$ cat src/rtl/pixel_link_pkg.sv
`default_nettype none
package pixel_link_pkg;
  // System clock and pixel clock rates, in kHz.
  localparam int SYS_CLK_KHZ = 200000;
  localparam int PCLK_FULL_KHZ = 40000;
  localparam int PCLK_BIN_KHZ = 20000;
  localparam int DIV_W = 8;
  // System clock cycles per pixel clock period.
  localparam logic [DIV_W-1:0] DIV_FULL = DIV_W'(SYS_CLK_KHZ / PCLK_FULL_KHZ);
  localparam logic [DIV_W-1:0] DIV_BIN = DIV_W'(SYS_CLK_KHZ / PCLK_BIN_KHZ);
  localparam logic [DIV_W-1:0] DIV_RESET = DIV_FULL;
  // Pixel and serializer port layout.
  localparam int PIX_W = 10;
  localparam int PORT_W = 8;
  localparam int DROP_LSBS = 2;
  localparam int B_ODD_MSB_POS = 0;
  localparam int B_EVEN_MSB_POS = 4;
  // Least high time of the frame trigger, kept by the frame grabber.
  localparam int TRIG_MIN_HIGH_NS = 4000;
  localparam int SYS_CLK_PERIOD_NS = 5;
  localparam int TRIG_MIN_HIGH_CYC =
    (TRIG_MIN_HIGH_NS + SYS_CLK_PERIOD_NS - 1) / SYS_CLK_PERIOD_NS;
  localparam int EXPO_W = 24;
  typedef enum logic {EXPO_LEVEL, EXPO_PROG} expo_mode_e;
endpackage : pixel_link_pkg
`default_nettype wire

$ cat src/rtl/camera_video_link_output.sv
`default_nettype none
// Operation
// - Pixel clock runs at 40 MHz without binning.
// - Horizontal or full binning halves the pixel clock to 20 MHz.
// - Data and qualifiers change only on the pixel clock falling edge.
// - Frame qualifier stays high while a valid frame is sent.
// - Line qualifier stays high while a valid line is sent.
// - Pixel words count only where both qualifiers are high.
// - 10-bit mode: odd bits 0-7 on A0-A7, bits 8-9 on B0-B1.
// - 10-bit mode: even 0-7 on C, 8-9 on B4-B5, B2,B3,B6,B7 unused.
// - 8-bit mode: odd pixel bits 0-7 on port A.
// - 8-bit mode: even pixel bits 0-7 on port B, port C unused.
// - Qualifiers and pixel clock keep fixed positions in every mode.
// - Exactly two formats, dual 10-bit and dual 8-bit, two pixels per clock.
// - Frame trigger is the only control input taken.
// - Trigger edges start frames; a steady trigger level starts nothing.
// - One frame is acquired per trigger period.
// - Exposure is level-controlled or programmable, selected by configuration.
// - 8-bit mode drops the two low bits of each 10-bit sample.
// - Line qualifier is low on every cycle with no valid data; frame qualifier stays high in line gaps.
// - Exposure-active output is high exactly during each exposure.
module camera_video_link_output #(
  parameter int PIX_W = pixel_link_pkg::PIX_W,
  parameter int PORT_W = pixel_link_pkg::PORT_W,
  parameter int EXPO_W = pixel_link_pkg::EXPO_W
) (
  input wire logic sys_clk_i,                     // 200 MHz system clock.
  input wire logic rstn_i,                        // Asynchronous reset, active low.
  input wire logic frame_trigger_input_i,         // Frame trigger pin, asynchronous.
  input wire logic cfg_8bit_i,                    // 1 selects dual 8-bit, 0 dual 10-bit.
  input wire logic cfg_bin_i,                     // Horizontal or full binning enabled.
  input wire logic cfg_prog_expo_i,               // 1 selects programmable exposure.
  input wire logic [EXPO_W-1:0] cfg_expo_len_i,   // Programmable exposure, system cycles.
  input wire logic [PIX_W-1:0] pix_odd_i,         // Odd pixel sample.
  input wire logic [PIX_W-1:0] pix_even_i,        // Even pixel sample.
  input wire logic pix_fval_i,                    // Source frame valid.
  input wire logic pix_lval_i,                    // Source line valid.
  output logic pix_take_o,                        // Pulse: pixel pair was taken.
  output logic [PORT_W-1:0] port_a_o,             // Serializer port A.
  output logic [PORT_W-1:0] port_b_o,             // Serializer port B.
  output logic [PORT_W-1:0] port_c_o,             // Serializer port C.
  output logic lval_o,                            // Line qualifier to serializer.
  output logic fval_o,                            // Frame qualifier to serializer.
  output logic pclk_o,                            // Pixel clock to serializer.
  output logic exposure_active_output_o,          // High while an exposure runs.
  output logic frame_start_o                      // Pulse: exposure ended, read out a frame.
);
  typedef enum logic {ST_IDLE, ST_EXPOSE} expo_state_e;

  logic mode8;
  logic bin_q;
  logic fall;
  logic [pixel_link_pkg::DIV_W-1:0] div_cur;
  logic [pixel_link_pkg::DIV_W-1:0] next_div;
  logic trig_s1;
  logic trig_s2;
  logic trig_s3;
  logic trig_rise;
  logic trig_fall;
  logic next_valid;
  logic [PORT_W-1:0] next_a;
  logic [PORT_W-1:0] next_b;
  logic [PORT_W-1:0] next_c;
  expo_state_e state;
  pixel_link_pkg::expo_mode_e expo_mode;
  logic [EXPO_W-1:0] expo_cnt;
  logic [EXPO_W-1:0] expo_len;
  logic expo_done;

  assign next_div = bin_q ? pixel_link_pkg::DIV_BIN : pixel_link_pkg::DIV_FULL;

  pclk_divider #(
    .DIV_W(pixel_link_pkg::DIV_W)
  ) u_pclk_divider (
    .sys_clk_i(sys_clk_i),
    .rstn_i(rstn_i),
    .div_i(next_div),
    .pclk_o(pclk_o),
    .fall_o(fall),
    .div_cur_o(div_cur)
  );

  // Format and binning are latched only in a frame gap, so a frame never mixes layouts.
  always_ff @(posedge sys_clk_i or negedge rstn_i) begin
    if (!rstn_i) begin
      mode8 <= 1'b0;
      bin_q <= 1'b0;
    end else if (!fval_o && !pix_fval_i) begin
      mode8 <= cfg_8bit_i;
      bin_q <= cfg_bin_i;
    end
  end

  // Dual 8-bit keeps the upper bits of each sample; dual 10-bit splits the top two onto B.
  always_comb begin
    next_valid = pix_fval_i && pix_lval_i;
    next_a = '0;
    next_b = '0;
    next_c = '0;
    if (next_valid) begin
      if (mode8) begin
        next_a = pix_odd_i[PIX_W-1:pixel_link_pkg::DROP_LSBS];
        next_b = pix_even_i[PIX_W-1:pixel_link_pkg::DROP_LSBS];
      end else begin
        next_a = pix_odd_i[PORT_W-1:0];
        next_b[pixel_link_pkg::B_ODD_MSB_POS +: 2] = pix_odd_i[PIX_W-1:PORT_W];
        next_b[pixel_link_pkg::B_EVEN_MSB_POS +: 2] = pix_even_i[PIX_W-1:PORT_W];
        next_c = pix_even_i[PORT_W-1:0];
      end
    end
  end

  // All serializer words load on the edge that drops the pixel clock.
  always_ff @(posedge sys_clk_i or negedge rstn_i) begin
    if (!rstn_i) begin
      port_a_o <= '0;
      port_b_o <= '0;
      port_c_o <= '0;
    end else if (fall) begin
      port_a_o <= next_a;
      port_b_o <= next_b;
      port_c_o <= next_c;
    end
  end

  always_ff @(posedge sys_clk_i or negedge rstn_i) begin
    if (!rstn_i) begin
      fval_o <= 1'b0;
      lval_o <= 1'b0;
    end else if (fall) begin
      fval_o <= pix_fval_i;
      lval_o <= next_valid;
    end
  end

  always_ff @(posedge sys_clk_i or negedge rstn_i) begin
    if (!rstn_i) begin
      pix_take_o <= 1'b0;
    end else begin
      pix_take_o <= fall;
    end
  end

  // The trigger pin is the only control input; the first stage feeds only the second.
  always_ff @(posedge sys_clk_i or negedge rstn_i) begin
    if (!rstn_i) begin
      trig_s1 <= 1'b0;
      trig_s2 <= 1'b0;
      trig_s3 <= 1'b0;
    end else begin
      trig_s1 <= frame_trigger_input_i;
      trig_s2 <= trig_s1;
      trig_s3 <= trig_s2;
    end
  end

  assign trig_rise = trig_s2 && !trig_s3;
  assign trig_fall = !trig_s2 && trig_s3;
  assign expo_done = (expo_mode == pixel_link_pkg::EXPO_LEVEL) ? trig_fall
                   : (expo_cnt >= expo_len);

  // A rising edge during an exposure is ignored; a short high phase below the
  // grabber's minimum still yields a frame; in level mode its exposure is then very short.
  always_ff @(posedge sys_clk_i or negedge rstn_i) begin
    if (!rstn_i) begin
      state <= ST_IDLE;
    end else begin
      case (state)
        ST_IDLE: begin
          if (trig_rise) begin
            state <= ST_EXPOSE;
          end
        end
        ST_EXPOSE: begin
          if (expo_done) begin
            state <= ST_IDLE;
          end
        end
        default: begin
          state <= ST_IDLE;
        end
      endcase
    end
  end

  always_ff @(posedge sys_clk_i or negedge rstn_i) begin
    if (!rstn_i) begin
      expo_mode <= pixel_link_pkg::EXPO_LEVEL;
      expo_len <= '0;
    end else if (state == ST_IDLE && trig_rise) begin
      expo_mode <= cfg_prog_expo_i ? pixel_link_pkg::EXPO_PROG : pixel_link_pkg::EXPO_LEVEL;
      expo_len <= (cfg_expo_len_i == '0) ? EXPO_W'(1) : cfg_expo_len_i;
    end
  end

  always_ff @(posedge sys_clk_i or negedge rstn_i) begin
    if (!rstn_i) begin
      expo_cnt <= '0;
    end else if (state == ST_IDLE) begin
      expo_cnt <= EXPO_W'(1);
    end else if (expo_cnt != '1) begin
      expo_cnt <= expo_cnt + EXPO_W'(1);
    end
  end

  always_ff @(posedge sys_clk_i or negedge rstn_i) begin
    if (!rstn_i) begin
      exposure_active_output_o <= 1'b0;
    end else if (state == ST_IDLE) begin
      exposure_active_output_o <= trig_rise;
    end else if (expo_done) begin
      exposure_active_output_o <= 1'b0;
    end
  end

  always_ff @(posedge sys_clk_i or negedge rstn_i) begin
    if (!rstn_i) begin
      frame_start_o <= 1'b0;
    end else begin
      frame_start_o <= (state == ST_EXPOSE) && expo_done;
    end
  end
endmodule : camera_video_link_output
`default_nettype wire

$ cat src/rtl/pclk_divider.sv
`default_nettype none
module pclk_divider #(
  parameter int DIV_W = 8
) (
  input wire logic sys_clk_i,          // System clock.
  input wire logic rstn_i,             // Asynchronous reset, active low.
  input wire logic [DIV_W-1:0] div_i,  // Wanted period in system cycles.
  output logic pclk_o,                 // Divided pixel clock.
  output logic fall_o,                 // High in the cycle whose edge drops pclk_o.
  output logic [DIV_W-1:0] div_cur_o   // Period now in use.
);
  logic [DIV_W-1:0] cnt;
  logic [DIV_W-1:0] next_cnt;
  logic [DIV_W-1:0] half;
  logic wrap;

  // A new period is taken only at a wrap, so no clock phase is ever cut short.
  assign wrap = (cnt >= div_cur_o - DIV_W'(1));
  assign next_cnt = wrap ? '0 : cnt + DIV_W'(1);
  assign half = div_cur_o >> 1;
  assign fall_o = pclk_o && !wrap && (next_cnt >= half);

  always_ff @(posedge sys_clk_i or negedge rstn_i) begin
    if (!rstn_i) begin
      cnt <= '0;
    end else begin
      cnt <= next_cnt;
    end
  end

  always_ff @(posedge sys_clk_i or negedge rstn_i) begin
    if (!rstn_i) begin
      div_cur_o <= DIV_W'(pixel_link_pkg::DIV_RESET);
    end else if (wrap) begin
      div_cur_o <= div_i;
    end
  end

  always_ff @(posedge sys_clk_i or negedge rstn_i) begin
    if (!rstn_i) begin
      pclk_o <= 1'b1;
    end else begin
      pclk_o <= wrap ? 1'b1 : (next_cnt < half);
    end
  end
endmodule : pclk_divider
`default_nettype wire

$ cat config.mk
export PLATFORM = sky130hd
export DESIGN_NAME = camera_video_link_output
export DESIGN_NICKNAME = d
export VERILOG_FILES = /design/src/rtl/pixel_link_pkg.sv /design/src/rtl/camera_video_link_output.sv /design/src/rtl/pclk_divider.sv
export SDC_FILE = /design/constraint.sdc
export NUM_CORES = 1
export LEC_CHECK = 0
export BUFFER_PORTS_ARGS = -buffer_cell sky130_fd_sc_hd__buf_2
export CORE_ASPECT_RATIO = 1.1
export CORE_MARGIN = 5
export CORE_UTILIZATION = 33
export DETAILED_ROUTE_END_ITERATION = 8
export GPL_TIMING_DRIVEN = 0
export PLACE_DENSITY_LB_ADDON = 0.25
export SETUP_SLACK_MARGIN = 0.5
export SLEW_MARGIN = 20
export SYNTH_ARGS = -nofsm -noshare
export SYNTH_HDL_FRONTEND = slang
export SYNTH_SLANG_ARGS = --single-unit
$ cat constraint.sdc
create_clock -name sys_clk_i -period 4.4 [get_ports sys_clk_i]
set_input_delay 0.88 -clock sys_clk_i [delete_from_list [all_inputs] [get_ports sys_clk_i]]
set_output_delay 0.88 -clock sys_clk_i [all_outputs]
set_load 0.01 [all_outputs]
# After elaboration in Yosys (flattened, before gate mapping)

Cells that the tools add are included.

Add/sub/neg operators: 3
Multiply operators: 0
Divide/modulo/power cells: 0
Order comparisons: 4
Equality and inequality tests: 3
Shift operators: 0
Muxes and demuxes: 22
Bitwise logic cells: 1
Reduce and logical (&&, ||, !) cells: 14

Operators with widths:

| operator                                                                 | number |
|---|---|
| 24-bit two-way mux                                                       | 3 |
| 8-bit two-way mux                                                        | 6 |
| 24-bit by 1-bit adder with 24-bit output (second input constant)         | 1 |
| 24-bit >= comparator                                                     | 1 |
| 24-bit logical NOT                                                       | 1 |
| 24-bit inequality test (second input constant)                           | 1 |
| 8-bit by 1-bit adder with 8-bit output (second input constant)           | 1 |
| 8-bit by 7-bit >= comparator with 1-bit output                           | 1 |
| 8-bit >= comparator                                                      | 1 |
| 1-bit logical AND                                                        | 8 |
| 8-bit by 7-bit < comparator with 1-bit output                            | 1 |
| 2-bit two-way mux                                                        | 4 |
| 8-bit by 1-bit subtractor with 8-bit output (second input constant)      | 1 |
| 1-bit two-way mux                                                        | 7 |
| 1-bit logical NOT                                                        | 5 |
| 4-bit two-way mux                                                        | 1 |
| 2-bit by 1-bit inequality test with 1-bit output (second input constant) | 2 |
| 1-bit one-hot mux with 2 select lines                                    | 1 |
| 1-bit inverter                                                           | 1 |

Register bits: 101
Latch bits: 0
RAM bits: 0
ROM bits: 0
Memories: 0

# Longest topological paths before layout

Depth in word-level cells: 5
Gate-level depth with buffers: 15

# Cells and area by module

Synthesis repeated with hierarchy kept, for this count alone.

Cells, all modules: 555
Area total of the unflattened synthesis: 5392.7 um^2

Modules (own cells, without submodules):

| module                   | times used | cells an instance | area an instance (um^2) | seq. area each (um^2) |
|---|---|---|---|---|
| camera_video_link_output | 1          | 443               | 4239.1                  | 2102.0 |
| pclk_divider             | 1          | 112               | 1153.6                  | 429.2 |

# Worst setup path after synthesis

Ideal clock, no wire load.

Kind: register to register
From: register u_pclk_divider.div_cur_o[2]
To: register port_a_o[6]
Arrival: 3655 ps
Slack: 617 ps
Stages on the path, launching flop included: 16
Buffers on the path: 2
Clock period less this slack: 3783 ps
Cells stage by stage: dfstp_2 inv_1 ha_1 ha_1 nand2_1 o21ai_0 a21oi_1 o211ai_1 clkbuf_1 nor2_1 ha_1 a21o_1 nand3_1 a311oi_4 buf_6 mux2_1

Cells in the longest elaborated chain, start to end: 5
Elaborated cells between the ends (all ways): 7

Ends and longest elaborated chain:

| what                                           | line                            | source |
|---|---|---|
| start, declared                                | pclk_divider.sv:10              | `output logic [DIV_W-1:0] div_cur_o` |
| start signal, assigned                         | pclk_divider.sv:33              | `div_cur_o <= DIV_W'(pixel_link_pkg::DIV_RESET);` |
| start signal, assigned                         | pclk_divider.sv:35              | `div_cur_o <= div_i;` |
| 8-bit by 1-bit subtractor with 8-bit output    | pclk_divider.sv:18              | `assign wrap = (cnt >= div_cur_o - DIV_W'(1));` |
| 8-bit >= comparator                            | pclk_divider.sv:18              |  |
| 8-bit two-way mux                              | pclk_divider.sv:19              | `assign next_cnt = wrap ? '0 : cnt + DIV_W'(1);` |
| named net u_pclk_divider.next_cnt[1]           | pclk_divider.sv:13              | `logic [DIV_W-1:0] next_cnt;` |
| 8-bit by 7-bit >= comparator with 1-bit output | pclk_divider.sv:21              | `assign fall_o = pclk_o && !wrap && (next_cnt >= half);` |
| 1-bit logical AND                              | pclk_divider.sv:21              |  |
| named net fall                                 | camera_video_link_output.sv:52  | `logic fall;` |
| end signal, assigned                           | camera_video_link_output.sv:120 | `port_a_o <= next_a;` |
| end, declared                                  | camera_video_link_output.sv:39  | `output logic [PORT_W-1:0] port_a_o,` |

The timed path passes the listed nets, and every way through them passes these cells.
A chain may end at the register's enable or synchronous reset.

# Final worst setup path

From: register u_pclk_divider.div_cur_o[2]
To: register port_a_o[1]

Cells in the longest elaborated chain, start to end: 5
Elaborated cells between the ends (all ways): 7

Ends and longest elaborated chain:

| what                                                                                | line |
|---|---|
| 8-bit by 1-bit subtractor with 8-bit output                                         | pclk_divider.sv:18 |
| 8-bit >= comparator                                                                 | pclk_divider.sv:18 |
| 8-bit two-way mux or 1-bit logical NOT (tied branches)                              | pclk_divider.sv:19, pclk_divider.sv:21 |
| 8-bit by 7-bit >= comparator with 1-bit output or 1-bit logical AND (tied branches) | pclk_divider.sv:21 |
| 1-bit logical AND *                                                                 | pclk_divider.sv:21 |

Mark *: on every way between the ends. The rest lies on a longest branch, timed or not.

==> run summary <==
Critical Path Start Type: register
Syn Area/Cell: 10.01 um2
Final setup viols: 0
IO Count: 82
Critical Path AT: 3.91 ns
Clk buf depth: 2
Hold Vio Cnt, Final: 0
Post-synth EDFFs: 0
Setup TNS: 0 ns
Gr ovfl total: 0
Max Freq: 0.2714 GHz
Peak supply drop: 0.0002417 V
Tmin final: 3.684 ns
Run status: complete, no violations
CTS tree: yes
Async SR Flop Fraction: 100.0%
Ys Warns: 0
Via count: 3,916
CTS sink cnt: 95
Worst Path Required: 4.63 ns
CP Class: reg2reg
Max-cap check violation count: 0
Placeable core area: 0.01500 mm2
ANT nets after route: 0
Final Max Slew Viols: 0
R2R setup slack: 0.72 ns
Flops & latches, synth: 95
Initial antenna violation count: 0
Post-synth top flop: dfrtp_1
Worst Setup SP: u_pclk_divider.div_cur_o[2]
Headroom to the max-slew limit: 56.56%
Final WL: 11.62 mm
Routability cong.: 0.8572
R2R Path End: port_a_o[1]
Antenna cells: 0
Slowest stage delay, CP: 0.54 ns
# DRC: 0
Routed length per placed instance: 14.38 um
Gate Count Post-Synth: 503
Synth top area share: 46.20%
Core Rows: 47
Netlist cell types: 46
Die Footprint: 0.01784 mm2
First-pass GRT wire length: 19.78 mm
PortBufs: 81
Top Layer Used: met4
Iter 0 DRT Violations: 100
Largest net degree at the start of global routing: 61
Worst path most repeated cell: ha_1
Mapped Area: 0.005037 mm2
Met3 wire len: 626 um
Leakage power: 3.039 nW
Total clock buffers created by CTS: 9
Wire length on met1: 5.115 mm
CP max-delay cell: dfstp_2
Overall power: 2.379 mW
R2R Path Start: u_pclk_divider.div_cur_o[2]
Synth area leader: dfrtp_1
Metal2 WL: 5.759 mm
Final cell count without fillers: 808
Chip Height: 139.6 um
Final Skew: 0.007550 ns
Hold crit path type: reg2reg
Syn Nets: 595
CTS Root Cell: clkbuf_16
Top cells by area, synth: dfrtp_1, ha_1, mux2_2
H-tree levels: 3
DP Cell Count: 781
DRT Pass-1 Iters: 4
RSZ-0062 raised after global routing: false
Worst skew pair latency: 0.34 ns
Area grow syn2layout: 21.44%
Sequential area share after synthesis: 47.24%
PD cells: 388.9 mW/mm2
Worst Setup End Kind: register
CP Max Fanout: 5
Hold WS: 0.3483 ns
GRT Util Overall: 13.58%
Crit path to: port_a_o[1]
Share of cells above drive strength 1: 22.55%
Final #Nets: 699
Chip width: 127.8 um
R2R cell count: 17
Clk slew on worst S/H paths: 0.07 ns
Starting Density: 33.59%
Vias in the first global route: 4,012
Tcrit/Tclk final: 83.73%
CP cell instances: inv_1 > ha_1 > ha_1 > a21oi_1 > o21ai_0 > a21oi_1 > o211ai_1 > buf_4 > nand2b_1 > ha_1 > nand2b_1 > a21o_1 > nand3_2 > a311oi_4 > buf_6 > clkbuf_4 > mux2_2
Drt via density: 4.847
Detail Placement HPWL: 8.947 mm
Tightest Pin Transition: 0.6432 ns
==> registers in the layout, indices dropped and copies added, names as in the netlist, 2 cells and up <==
| register | count |
|---|---|
| expo_len | 24 |
| u_pclk_divider.div_cur_o | 2 |
| port_c_o | 8 |
| u_pclk_divider.cnt | 8 |
| port_b_o | 8 |
| port_a_o | 8 |
| expo_cnt | 24 |
==> how the worst min path moves through the flow <==
| stage | start | to | slack (ns) | cells past startpoint |
|---|---|---|---|---|
| after floorplan | trig_s1 | trig_s2 | 0.33 | 0 |
| after global placement | trig_s1 | trig_s2 | 0.34 | 0 |
| after detailed placement | trig_s1 | trig_s2 | 0.34 | 0 |
| after CTS | trig_s1 | trig_s2 | 0.35 | 0 |
| after global routing | trig_s1 | trig_s2 | 0.37 | 0 |
| final | trig_s1 | trig_s2 | 0.35 | 0 |
==> cell usage in the layout (no fill, tap or decap), types with 10 or more instances in the layout <==
master	count
a21oi_1	13
mux2_2	19
o21ai_0	34
nand2_1	50
and3_1	11
dfrtp_1	93
buf_2	80
inv_1	45
xor2_1	11
clkbuf_1	12
ha_1	40
xnor2_1	14
nand4_1	10
mux2i_1	21
nor2_1	51
==> logic make-up after synthesis <==
group | count (synthesis) | synth area share [%]
and+or+nand+nor | 166 | 15.45
muxes | 41 | 8.644
AOI/OAI and AO/OA | 76 | 9.613
DFF | 95 | 47.24
xor gates and xnor gates | 25 | 4.347
adders and majority gates | 40 | 9.935
buffers and inverters | 60 | 4.769
==> cell type report <==
class | instances | area [um2]
buffer | 14 | 71.32
clock buffer | 11 | 242.7
clock inverter | 5 | 57.56
fill | 1473 | 8879
inverter | 46 | 172.7
multi-input combinational | 348 | 2422
sequential | 95 | 2380
tap | 196 | 245.2
timing repair buffer | 93 | 525.5
==> per-stage QoR <==
step / worst slack (ns) / util (%) / cell area [um2]
6_report: 0.7158 / 40.79 / 6117
5_1_grt: 0.5265 / 40.79 / 6117
4_1_cts: 0.5985 / 40.32 / 6046
3_5_place_dp: 0.0009064 / 38.16 / 5722
3_3_place_gp: 0.06588 / 37.93 / 5688
2_1_floorplan: 0.6172 / - / 5037
==> what timing repair did <==
action	CTS	global route
setup endpoints to repair	27	17
pin swaps	2	1
cloned	0	1
setup buffers	3	7
hold buffers	0	0
resized for setup	1	6
==> critical path: cells and delay by family (launching register included) <==
kind | cells | cell delay (ns)
compound gates | 6 | 0.94
fa+ha+maj | 3 | 0.79
buf+inv | 4 | 0.60
mux | 1 | 0.34
simple gates | 3 | 0.36
flops | 1 | 0.54
==> synthesized netlist by cell type, types with 11 or more instances <==
cell type and number:
and3_1 11, inv_1 46, nor2_1 51, ha_1 40
mux2_2 19, xor2_1 11, clkbuf_1 12, a21oi_1 13
mux2i_1 21, o21ai_0 34, dfrtp_1 93, nand2_1 50
xnor2_1 14
==> per-layer routing <==
metal  global-route usage, %  up-vias
li1                        -     1939
met1                   17.06     1876
met2                   23.19       90
met3                   3.756       11
met4                   3.128        0
met5                       0        -
==> power breakdown <==
group          internal (mW)  leakage, nW  switching (mW)  total, mW
registers               1.01         1.20          0.0641       1.07
logic                  0.195         1.70           0.322      0.517
clock network          0.455        0.138           0.334      0.789
total                   1.66         3.04           0.720       2.38
Note: power is estimated with default switching activity, not from simulation.
